===== src/design/p2g_pkg.sv =====
package p2g_pkg;
	localparam int PORT_W = 8;
	// register indices; byte address is four times the index
	localparam logic [7:0] IDX_LATCH = 8'h02;
	localparam logic [7:0] IDX_DIR = 8'h12;
	localparam logic [7:0] IDX_CTRL = 8'h20;
	localparam logic [11:0] ADDR_LATCH = {2'b00, IDX_LATCH, 2'b00};
	localparam logic [11:0] ADDR_DIR = {2'b00, IDX_DIR, 2'b00};
	localparam logic [11:0] ADDR_CTRL = {2'b00, IDX_CTRL, 2'b00};
	localparam logic [7:0] DIR_RESET = 8'h00;
	localparam logic CTRL_RESET = 1'b0;
	localparam int CTRL_FLOAT_SEL_BIT = 0;
	// pin positions of the forwarded peripheral inputs
	localparam int PIN_CAPTURE_LO = 0;
	localparam int PIN_CAPTURE_HI = 3;
	localparam int PIN_UPDOWN_A = 4;
	localparam int PIN_UPDOWN_B = 5;
	localparam int PIN_UPDOWN_Z = 6;
	localparam int PIN_EXT_IRQ_7 = 6;
	localparam int PIN_CONV_TRIG = 7;
	localparam logic [1:0] HTRANS_NONSEQ = 2'b10;
	localparam logic [1:0] HTRANS_SEQ = 2'b11;
	localparam logic [1:0] HRESP_OKAY = 2'b00;
	typedef enum logic [1:0] {
		P2G_BUS_IDLE = 2'b01,
		P2G_BUS_RDWAIT = 2'b10
	} p2g_bus_state_type;
endpackage


===== src/design/p2g_port2.sv =====
`timescale 1ns/100ps
module p2g_port2 (
	input wire logic sys_clk_i,
	input wire logic nrst_i,
	input wire logic hsel_i,
	input wire logic [31:0] haddr_i,
	input wire logic [1:0] htrans_i,
	input wire logic hwrite_i,
	input wire logic [2:0] hsize_i,
	input wire logic [31:0] hwdata_i,
	input wire logic hready_i,
	output logic hreadyout_o,
	output logic [1:0] hresp_o,
	output logic [31:0] hrdata_o,
	input wire logic [7:0] pin_i,
	output logic [7:0] pin_o,
	output logic [7:0] pin_oe_o,
	input wire logic lowpower_mode_i,
	input wire logic hw_standby_pin_n_i,
	input wire logic osc_stopped_i,
	output logic [3:0] capture_input_o,
	output logic updown_count_in_a_o,
	output logic updown_count_in_b_o,
	output logic updown_count_in_z_o,
	output logic external_irq_7_o,
	output logic converter_trigger_in_o
);

	// ----------------------------------------
	// address decode
	// ----------------------------------------
	function automatic logic [2:0] reg_sel(input logic [31:0] addr);
		reg_sel = 3'b000;
		if (addr[11:0] == p2g_pkg::ADDR_LATCH)
			reg_sel = 3'b001;
		else if (addr[11:0] == p2g_pkg::ADDR_DIR)
			reg_sel = 3'b010;
		else if (addr[11:0] == p2g_pkg::ADDR_CTRL)
			reg_sel = 3'b100;
	endfunction

	// ----------------------------------------
	// read data select
	// ----------------------------------------
	function automatic logic [31:0] read_mux(
		input logic [2:0] sel,
		input logic [7:0] pins,
		input logic [7:0] dir,
		input logic float_sel
	);
		read_mux = 32'h00000000;
		if (sel[0])
			read_mux = {24'h000000, pins};
		else if (sel[1])
			read_mux = {24'h000000, dir};
		else if (sel[2])
			read_mux = {31'h00000000, float_sel};
	endfunction

	// ----------------------------------------
	// state
	// ----------------------------------------
	logic [7:0] port_output_latch;
	logic [7:0] port_direction;
	logic lowpower_pin_float_sel;
	logic [7:0] pin_fwd;
	logic standby_force;
	logic standby_pin_q;
	logic float_all;
	logic addr_ok;
	logic wr_pend;
	logic [2:0] wr_sel;
	logic [2:0] rd_sel;
	logic wr_commit;
	logic [7:0] rd_byte;
	p2g_pkg::p2g_bus_state_type bus_state;

	// ----------------------------------------
	// bus qualifiers
	// ----------------------------------------
	assign addr_ok = hsel_i & htrans_i[1] & hready_i;
	assign wr_commit = wr_pend & hready_i;
	assign rd_byte = read_mux(rd_sel, pin_fwd, port_direction, lowpower_pin_float_sel)
		[7:0];

	// ----------------------------------------
	// write address phase
	// ----------------------------------------
	always_ff @(posedge sys_clk_i or negedge nrst_i)
	begin
		if (!nrst_i)
		begin
			wr_pend <= 1'b0;
			wr_sel <= 3'b000;
		end
		else if (hready_i)
		begin
			wr_pend <= addr_ok & hwrite_i;
			wr_sel <= reg_sel(haddr_i);
		end
	end

	// ----------------------------------------
	// read sequencing, one wait state
	// ----------------------------------------
	always_ff @(posedge sys_clk_i or negedge nrst_i)
	begin
		if (!nrst_i)
		begin
			bus_state <= p2g_pkg::P2G_BUS_IDLE;
			hreadyout_o <= 1'b1;
			hrdata_o <= 32'h00000000;
			rd_sel <= 3'b000;
		end
		else
		begin
			case (bus_state)
				p2g_pkg::P2G_BUS_IDLE:
				begin
					if (addr_ok && !hwrite_i)
					begin
						bus_state <= p2g_pkg::P2G_BUS_RDWAIT;
						hreadyout_o <= 1'b0;
						rd_sel <= reg_sel(haddr_i);
					end
				end
				p2g_pkg::P2G_BUS_RDWAIT:
				begin
					hrdata_o <= read_mux(rd_sel, pin_fwd, port_direction,
						lowpower_pin_float_sel);
					hreadyout_o <= 1'b1;
					bus_state <= p2g_pkg::P2G_BUS_IDLE;
				end
				default:
				begin
					bus_state <= p2g_pkg::P2G_BUS_IDLE;
					hreadyout_o <= 1'b1;
				end
			endcase
		end
	end

	// ----------------------------------------
	// response
	// ----------------------------------------
	always_ff @(posedge sys_clk_i or negedge nrst_i)
	begin
		if (!nrst_i)
			hresp_o <= p2g_pkg::HRESP_OKAY;
		else
			hresp_o <= p2g_pkg::HRESP_OKAY;
	end

	// ----------------------------------------
	// data latch
	// ----------------------------------------
	// whole byte written
	// no reset: the latch keeps its value
	always_ff @(posedge sys_clk_i)
	begin
		if (wr_commit && wr_sel[0])
			port_output_latch <= hwdata_i[7:0];
	end

	// ----------------------------------------
	// direction and float select
	// ----------------------------------------
	// direction reset value
	always_ff @(posedge sys_clk_i or negedge nrst_i)
	begin
		if (!nrst_i)
			port_direction <= p2g_pkg::DIR_RESET;
		else if (wr_commit && wr_sel[1])
			port_direction <= hwdata_i[7:0];
	end

	always_ff @(posedge sys_clk_i or negedge nrst_i)
	begin
		if (!nrst_i)
			lowpower_pin_float_sel <= p2g_pkg::CTRL_RESET;
		else if (wr_commit && wr_sel[2])
			lowpower_pin_float_sel <= hwdata_i[p2g_pkg::CTRL_FLOAT_SEL_BIT];
	end

	// ----------------------------------------
	// hardware standby
	// ----------------------------------------
	// standby entry
	// float decided once, at the falling edge of the standby pin
	always_ff @(posedge sys_clk_i or negedge nrst_i)
	begin
		if (!nrst_i)
		begin
			standby_pin_q <= 1'b1;
			standby_force <= 1'b0;
		end
		else
		begin
			standby_pin_q <= hw_standby_pin_n_i;
			if (hw_standby_pin_n_i)
				standby_force <= 1'b0;
			else if (standby_pin_q)
				standby_force <= ~osc_stopped_i;
		end
	end

	assign float_all = standby_force | (lowpower_mode_i & lowpower_pin_float_sel);

	assign pin_fwd = pin_i & ~{8{standby_force}};

	// ----------------------------------------
	// pin drivers
	// ----------------------------------------
	// per-pin buffers
	for (genvar gi = 0; gi < p2g_pkg::PORT_W; gi++)
	begin : g_pin
		always_ff @(posedge sys_clk_i or negedge nrst_i)
		begin
			if (!nrst_i)
				pin_oe_o[gi] <= 1'b0;
			else
				pin_oe_o[gi] <= port_direction[gi] & ~float_all;
		end

		always_ff @(posedge sys_clk_i)
		begin
			pin_o[gi] <= port_output_latch[gi];
		end
	end

	// ----------------------------------------
	// peripheral input forwarding
	// ----------------------------------------
	// continuous forwarding, inputs forced to zero while standby_force is set (hardware standby entered with the oscillator running)
	always_ff @(posedge sys_clk_i or negedge nrst_i)
	begin
		if (!nrst_i)
		begin
			capture_input_o <= 4'h0;
			updown_count_in_a_o <= 1'b0;
			updown_count_in_b_o <= 1'b0;
			updown_count_in_z_o <= 1'b0;
			external_irq_7_o <= 1'b0;
			converter_trigger_in_o <= 1'b0;
		end
		else
		begin
			capture_input_o <= pin_fwd[p2g_pkg::PIN_CAPTURE_HI:p2g_pkg::PIN_CAPTURE_LO];
			updown_count_in_a_o <= pin_fwd[p2g_pkg::PIN_UPDOWN_A];
			updown_count_in_b_o <= pin_fwd[p2g_pkg::PIN_UPDOWN_B];
			updown_count_in_z_o <= pin_fwd[p2g_pkg::PIN_UPDOWN_Z];
			external_irq_7_o <= pin_fwd[p2g_pkg::PIN_EXT_IRQ_7];
			converter_trigger_in_o <= pin_fwd[p2g_pkg::PIN_CONV_TRIG];
		end
	end
endmodule


===== config.mk =====
export PLATFORM = sky130hd
export DESIGN_NAME = p2g_port2
export DESIGN_NICKNAME = d
export VERILOG_FILES = /design/src/design/p2g_pkg.sv /design/src/design/p2g_port2.sv
export SDC_FILE = /design/constraint.sdc
export NUM_CORES = 1
export LEC_CHECK = 0
export BUFFER_PORTS_ARGS = -buffer_cell sky130_fd_sc_hd__clkbuf_2
export CORE_MARGIN = 2
export CORE_UTILIZATION = 24
export DETAILED_ROUTE_END_ITERATION = 10
export GPL_ROUTABILITY_DRIVEN = 0
export PLACE_DENSITY = 0.52
export SYNTH_ARGS = -nofsm -noshare
export SYNTH_HDL_FRONTEND = slang
export SYNTH_SLANG_ARGS = --single-unit

===== constraint.sdc =====
create_clock -name sys_clk_i -period 1.45 [get_ports sys_clk_i]
set_clock_uncertainty 0.1 [all_clocks]
set_input_delay 0.0725 -clock sys_clk_i [delete_from_list [all_inputs] [get_ports sys_clk_i]]
set_output_delay 0.0725 -clock sys_clk_i [all_outputs]
set_load 0.005 [all_outputs]

## After elaboration in Yosys (flattened, before gate mapping)

Cells that the tools add are included.

- Eq/ne operators: 6
- Muxes and demuxes: 12
- Reduce and logical (&&, ||, !) cells: 7
- Bitwise gates (word level): 18

Operator list:

| kind | count |
|---|---|
| 8-bit 2-to-1 mux | 2 |
| 1-bit AND | 13 |
| 12-bit by 4-bit == test with 1-bit output, second input constant | 1 |
| 12-bit by 7-bit == test with 1-bit output, second input constant | 1 |
| 12-bit by 8-bit == test with 1-bit output, second input constant | 1 |
| 3-bit 2-to-1 mux | 3 |
| 8-bit AND | 1 |
| 8-bit inverter | 1 |
| 1-bit 2-to-1 mux | 5 |
| 1-bit logical AND | 4 |
| 2-bit 2-to-1 mux | 2 |
| 2-bit by 1-bit == test with 1-bit output, second input constant | 1 |
| 2-bit == test, second input constant | 1 |
| 2-bit != test, second input constant | 1 |
| 1-bit inverter | 2 |
| 2-bit AND reduction | 1 |
| 2-bit nonzero test | 1 |
| 1-bit zero test | 1 |
| 1-bit bitwise OR | 1 |

- Input port bits: 85
- Word-level logic and storage cells: 75
- Bits in registers: 85

## Logic depth before layout (Yosys ltp)

Gate-level depths: netlist of run 1.

- Depth after elaboration: 5
- Depth in mapped cells: 4
- Mapped depth without buffers: 3

## Least setup slack after synthesis of run 1

Ideal clock, no wire load.

- Path kind: flip-flop to flip-flop
- Start: register bus_state[0]
- End: register rd_sel[0]
- Slack: 0.009 ns
- Setup time: 0.128 ns
- Cell stages (with the launch flop): 4
- Arrival time: 1.214 ns
- Cell sequence: dfstp_2 -> and4bb_2 -> nand3_1 -> mux2_1

- Word-level cells in the longest chain between the ends: 2

RTL lines:

| element | line | RTL |
|---|---|---|
| start: declaration | p2g_port2.sv:76 | `p2g_pkg::p2g_bus_state_type bus_state;` |
| start signal: assignment | p2g_port2.sv:110 | `bus_state <= p2g_pkg::P2G_BUS_IDLE;` |
| start signal: assignment | p2g_port2.sv:122 | `bus_state <= p2g_pkg::P2G_BUS_RDWAIT;` |
| start signal: assignment | p2g_port2.sv:132 | `bus_state <= p2g_pkg::P2G_BUS_IDLE;` |
| 2-bit by 1-bit == test with 1-bit output | p2g_port2.sv:117 | `case (bus_state)` |
| 2-bit AND reduction (no line) | n/a |  |
| end signal: assignment | p2g_port2.sv:124 | `rd_sel <= reg_sel(haddr_i);` |
| end: declaration | p2g_port2.sv:73 | `logic [2:0] rd_sel;` |

No other way between the ends.
A chain may end at the register's enable or synchronous reset.

## Worst setup path in the final report of run 1

- Start: register bus_state[0]
- End: register rd_sel[2]

Same word-level chain as after synthesis.

==> reports/qor.yml, run 1 <==
timing:
  fmax_mhz: 707
  maxSlewViolCount: 0
  holdWs_ns: 0.00679
  min_period_ns: 1.41
  rsz0062_at_grt: "false"
  layout_worst_path_cycle_share_pct: 97.6
  layout_setup_ws_ns: 0.0350
  finalSetupViolations: 0
  finalHoldViolCount: 0
run_status:
  status: "finished, final reports clean"
critical_path:
  path_cells: "and4bb_2, nand3_4, mux2_1"
  critPathRequiredTime_ns: 1.57
  r2r_start: "bus_state[0]"
  critPathBufInv: 0
  ff2ff_path_depth: 3
  start_kind: "register"
  r2r_slack_ns: 0.04
  path_max_fanout: 4
  cp.arrival_ns: 1.54
  cp_slowest_cell: "dfstp_2"
  cp_num_cells: 3
  rr_endpoint: "rd_sel[2]"
  slowest_delay_ns: 0.53
  crit_end: "rd_sel[2]"
  cp-end-kind: "register"
  startpoint: "bus_state[0]"
  crit_family: "flip-flops"
  crit_type: "reg -> reg"
route:
  vias: 1546
  wl_met3_microns: 366
  firstDrtPassIters: 2
  drcViolationCount: 0
  wire_per_inst_microns: 11.7
  met2_length_microns: 2450
  met1_length_microns: 1990
  routed_via_density: 3.73
  routed_wl_microns: 4840
  topRoutingLayerUsed: "met4"
  final_antenna_net_count: 0
  dr.first_iter.drc_count: 23
clock_network:
  cts_tree: "done"
  clock_latency_ns: 0.34
  numCtsBuffers: 9
  path_clk_slew_ns: 0.07
  cts_buffer_depth: 2
  clockRootBuffer: "clkbuf_8"
  clock-sinks: 60
  htree_levels: 3
placement:
  post-dp-hpwl_microns: 3560
  dp_slack_ns: -0.0480
  port_buffers: 70
yosys:
  synth.distinct_cells: 30
  yosys-top-cells-count: "dfrtp_1, buf_4, mux2_2"
  synth_top_area_share_pct: 45.5
  ys.flop_type: "dfrtp_1"
  synth_top_cell_by_area: "dfrtp_1"
  syn_inst: 174
  yosysWarnings: 0
  synth_area_leaders: "dfrtp_1, edfxtp_1, buf_4"
  synth_most_common_cell: "dfrtp_1"
  syn_area_sq_um: 2310
  async_flop_share_pct: 73.3
  yosysSeqAreaShare_pct: 65.1
  ys_ff_latch: 60
  synth_edf_count: 8
  synth.avg_cell_area_sq_um: 13.3
finish:
  drive_above_1_share_pct: 42.0
  num_antenna_cells: 0
  nNetsFinal: 366
  nFillCells: 969
  syn_to_final_growth_pct: 41.1
floorplanning:
  die_w_microns: 102
  die_h_microns: 102
  initial_core_util_pct: 24.9
  core_area_sq_um: 9280
  boundaryPins: 145
  row_count: 35
  die-area_sq_um: 10400
pwr:
  swShare_pct: 22.4
  p_int_uw: 2850
  p_sw_uw: 821
  leakagePower_uw: 0.00160
  powerDensity_nw_per_um2: 1130
  power_frac_clock_pct: 44.2
  ir_worst_vdd_v: 0.000386
  comb_power_share_pct: 7.3
  sequentialPowerShare_pct: 48.4
global_route:
  overflow: 0
  antenna_found_initial: 0
  grt_pass1_wl_microns: 7760
  grt_max_degree: 45
  track_usage_pct: 10.1
  grt_pass1_vias: 1579
hold_path:
  hold_class: "in -> reg"
run:
  cap_violations: 0
[registers in the layout (all words and copies together), names as in the netlist, 2 cells and up]
name               count
wr_sel                 3
rd_sel                 3
pin_oe_o               8
hrdata_o               8
capture_input_o        4
bus_state              2
pin_o                  8
port_direction         8
port_output_latch      8
[per-stage QoR]
stage          cell area [sq um]  TNS (ns)  power [uW]  util, %  cells
2_1_floorplan               2400         0        1930        -    199
3_3_place_gp                2780   -0.0667        2030     30.0    375
3_5_place_dp                2780    -0.179        2040     30.0    375
4_1_cts                     3240         0        3730     34.9    414
5_1_grt                     3260         0        3870     35.1    415
6_report                    3260         0        3670     35.1    415
[area by class of cell]
class	instances	area (sq um)	share of cell area [%]
Clock buffer	9	124	3.80
Clock inverter	7	91.3	2.80
Timing Repair Buffer	102	673	20.6
Sequential cell	60	1500	46.1
Tap cell	129	161	4.95
Multi-Input combinational cell	105	697	21.4
Inverter	3	11.3	0.345
[power by group through the flow]
stage	combinational (uW)	sequential, uW	clock (uW)
floorplan	127	1810	0
global placement	219	1810	0
detailed placement	224	1810	0
CTS	275	1780	1680
global route	307	1780	1780
finish	270	1780	1620
[layer usage]
metal	up-vias	GRT usage, %
met5	-	0
met4	0	3.69
met3	7	4.65
met2	64	16.6
met1	721	11.5
li1	754	-
[cells in the final DEF (no fill, tap or decap), types with 4 or more instances in the layout]
| cell | netlist | routed |
|---|---|---|
| clkbuf_2 | 0 | 70 |
| clkbuf_8 | 0 | 9 |
| edfxtp_1 | 8 | 8 |
| nand2_1 | 8 | 8 |
| a22oi_1 | 6 | 6 |
| o21ai_0 | 9 | 9 |
| dlygate4sd3_1 | 0 | 23 |
| mux2_2 | 12 | 12 |
| nor2b_1 | 8 | 7 |
| and2_1 | 8 | 8 |
| conb_1 | 1 | 26 |
| dfxtp_1 | 8 | 8 |
| nand2b_1 | 4 | 4 |
| buf_4 | 27 | 7 |
| dfrtp_1 | 42 | 42 |
[worst min path at each step]
| stage | end | slack (ns) | depth (start not counted) | startpoint |
|---|---|---|---|---|
| 2_1_floorplan | bus_state[1] | -0.32 | 0 | nrst_i |
| 3_3_place_gp | external_irq_7_o | -0.03 | 2 | nrst_i |
| 3_5_place_dp | external_irq_7_o | -0.02 | 2 | nrst_i |
| 4_1_cts | wr_pend | 0.002 | 3 | hready_i |
| 5_1_grt | wr_pend | 0.02 | 3 | hready_i |
| 6_report | wr_pend | 0.007 | 3 | hready_i |
[cell families (layout without fill, tap and decap cells)]
| family | count (synthesis) | count (layout) | share of synthesized area, % |
|---|---|---|---|
| buf+inv | 34 | 121 | 9.96 |
| mux | 15 | 15 | 7.31 |
| other cells | 1 | 26 | 0.162 |
| flops | 60 | 60 | 65.1 |
| compound gates | 21 | 21 | 5.47 |
| simple gates | 43 | 43 | 12.0 |
[worst register-to-register path: stages, from the launching register on]
cell	delay (ns)
dfstp_2	0.53
and4bb_2	0.25
nand3_4	0.10
mux2_1	0.31
[what timing repair did]
action	4_1_cts	5_1_grt
endpoints found under the hold margin	77	0
hold buffers	23	0
gates resized for setup	2	4
cloned	0	0
buffers inserted	0	1
endpoints found under the setup margin	3	13
pin swaps	0	2
No activity file was read; power rests on OpenSTA's default activity.
==> inputs of run 2 (changes only) <==
Settings changed: PLACE_DENSITY 0.52 to 0.5.
Clock period 1.45 ns to 1.46 ns, I/O delays scaled along.
==> reports/qor.yml, run 2 (same netlist as run 1, synthesis figures left out) <==
route:
  drcViolationCount: 0  # unchanged
  routed_wl_microns: 4800  # was 4840 microns
  routed_via_density: 3.74  # was 3.73
  firstDrtPassIters: 4  # was 2
  vias: 1553  # was 1546
  dr.first_iter.drc_count: 54  # was 23
  wire_per_inst_microns: 11.6  # was 11.7 microns
  final_antenna_net_count: 0  # unchanged
critical_path:
  start_kind: "register"  # unchanged
  cp_slowest_cell: "dfstp_2"  # unchanged
  startpoint: "bus_state[0]"  # unchanged
  critPathRequiredTime_ns: 1.58  # was 1.57 ns
  path_cells: "and4bb_2, nand3_4, mux2_1"  # unchanged
  r2r_start: "bus_state[0]"  # unchanged
  path_max_fanout: 4  # unchanged
  slowest_delay_ns: 0.53  # about the same
  cp-end-kind: "register"  # unchanged
  r2r_slack_ns: 0.04  # about the same
  ff2ff_path_depth: 3  # unchanged
  rr_endpoint: "rd_sel[0]"  # was rd_sel[2]
  cp.arrival_ns: 1.54  # about the same
  crit_type: "reg -> reg"  # unchanged
hold_path:
  hold_path_end: "wr_pend"  # unchanged
  hold_class: "in -> reg"  # unchanged
  worstHoldPathCells: 3  # unchanged
  hold_start: "hready_i"  # unchanged
pwr:
  comb_power_share_pct: 7.5  # was 7.3%
  leakagePower_uw: 0.00157  # was 0.00160 uW
  sequentialPowerShare_pct: 50.1  # was 48.4%
  power_uw: 3520  # was 3670 uW
  p_sw_uw: 854  # was 821 uW
  power_frac_clock_pct: 42.3  # was 44.2%
  p_int_uw: 2670  # was 2850 uW
  powerDensity_nw_per_um2: 1100  # was 1130 nW/um^2
  swShare_pct: 24.3  # was 22.4%
  ir_worst_vdd_v: 0.000354  # was 0.000386 V
clock_network:
  numCtsBuffers: 9  # unchanged
  clock_latency_ns: 0.34  # about the same
  htree_levels: 3  # unchanged
  clock-sinks: 60  # unchanged
  clockRootBuffer: "clkbuf_8"  # unchanged
  post_cts_buffers: 0  # unchanged
  cts_buffer_depth: 2  # unchanged
  path_clk_slew_ns: 0.07  # about the same
  cts_tree: "done"  # unchanged
timing:
  layout_worst_path_cycle_share_pct: 97.2  # was 97.6%
  holdWs_ns: 0.0214  # was 0.00679 ns
  finalHoldViolCount: 0  # unchanged
  min_period_ns: 1.42  # was 1.41 ns
  fmax_mhz: 705  # was 707 MHz
  layout_setup_ws_ns: 0.0410  # was 0.0350 ns
  finalSetupViolations: 0  # unchanged
  maxSlewViolCount: 0  # unchanged
run_status:
  status: "finished, final reports clean"  # unchanged
placement:
  port_buffers: 70  # unchanged
  dp_slack_ns: -0.0363  # was -0.0480 ns
  dp.cells: 376  # was 375
  placed_cell_area_sq_um: 2770  # was 2780 sq um
  post-dp-hpwl_microns: 3650  # was 3560 microns
floorplanning:
  die-area_sq_um: 10400  # unchanged
  row_count: 35  # unchanged
  boundaryPins: 145  # unchanged
  core_area_sq_um: 9280  # unchanged
  die_h_microns: 102  # unchanged
  die_w_microns: 102  # unchanged
  initial_core_util_pct: 24.9  # unchanged
global_route:
  grt_pass1_vias: 1556  # was 1579
  overflow: 0  # unchanged
  grt_pass1_wl_microns: 7600  # was 7760 microns
  grt_max_degree: 20  # was 45
  antenna_found_initial: 0  # unchanged
  track_usage_pct: 9.93  # was 10.1%
finish:
  design_area_sq_um: 3210  # was 3260 sq um
  final_common_cell: "clkbuf_2"  # unchanged
  fin_cells: 415  # unchanged
  final_cell_mix: "clkbuf_2, dfrtp_1, conb_1"  # unchanged
  syn_to_final_growth_pct: 39.0  # was 41.1%
  nNetsFinal: 366  # unchanged
  num_antenna_cells: 0  # unchanged
  drive_above_1_share_pct: 41.3  # was 42.0%
run:
  cap_violations: 0  # unchanged
run 2: worst max path at each step:
stage	endpoint	slack, ns	cells after the start
5_1_grt	rd_sel[1]	-0.002	3
2_1_floorplan	rd_sel[0]	0.02	3
3_5_place_dp	rd_sel[1]	-0.04	3
6_report	rd_sel[0]	0.04	3
3_3_place_gp	rd_sel[0]	-0.02	3
4_1_cts	rd_sel[0]	0.02	3
run 2: power by group through the flow:
stage	combinational [uW]	clock [uW]	sequential, uW
CTS	269	1540	1770
floorplan	126	0	1800
global route	304	1610	1770
global placement	216	0	1800
detailed placement	220	0	1800
finish	265	1490	1760
run 2: layout make-up:
class                   count  area (sq um)
fillers                   971          6070
flip-flops and latches     60          1500
multi-input cells         105           689
repair buffers            102           648
well taps                 129           161
clock buffers               9           124
clock inverters             7          75.1
inverters                   3          11.3
run 2: through the flow:
step / setup TNS [ns] / utilization, %
2_1_floorplan: 0 / -
3_3_place_gp: -0.0567 / 29.8
3_5_place_dp: -0.145 / 29.8
4_1_cts: 0 / 34.5
5_1_grt: -0.00193 / 34.6
6_report: 0 / 34.6
run 2: what timing repair did:
item	CTS	global route
endpoints found under the hold margin	76	0
endpoints found under the setup margin	3	12
hold buffers	23	0
resized for setup	1	3
run 2: routing by layer:
| metal | vias to the layer above | share of wire (%) | global-route usage (%) |
|---|---|---|---|
| met5 | - | 0 | 0 |
| met4 | 0 | 1.2 | 4.92 |
| met3 | 6 | 6.8 | 3.63 |
| met2 | 64 | 49 | 15.3 |
| met1 | 723 | 43 | 12.3 |
| li1 | 760 | - | - |
run 2: critical path: cells and delay by family (launching register included):
family,cells,cell delay (ns)
flip-flops,1,0.53
AND/OR/NAND/NOR,2,0.35
multiplexers,1,0.32
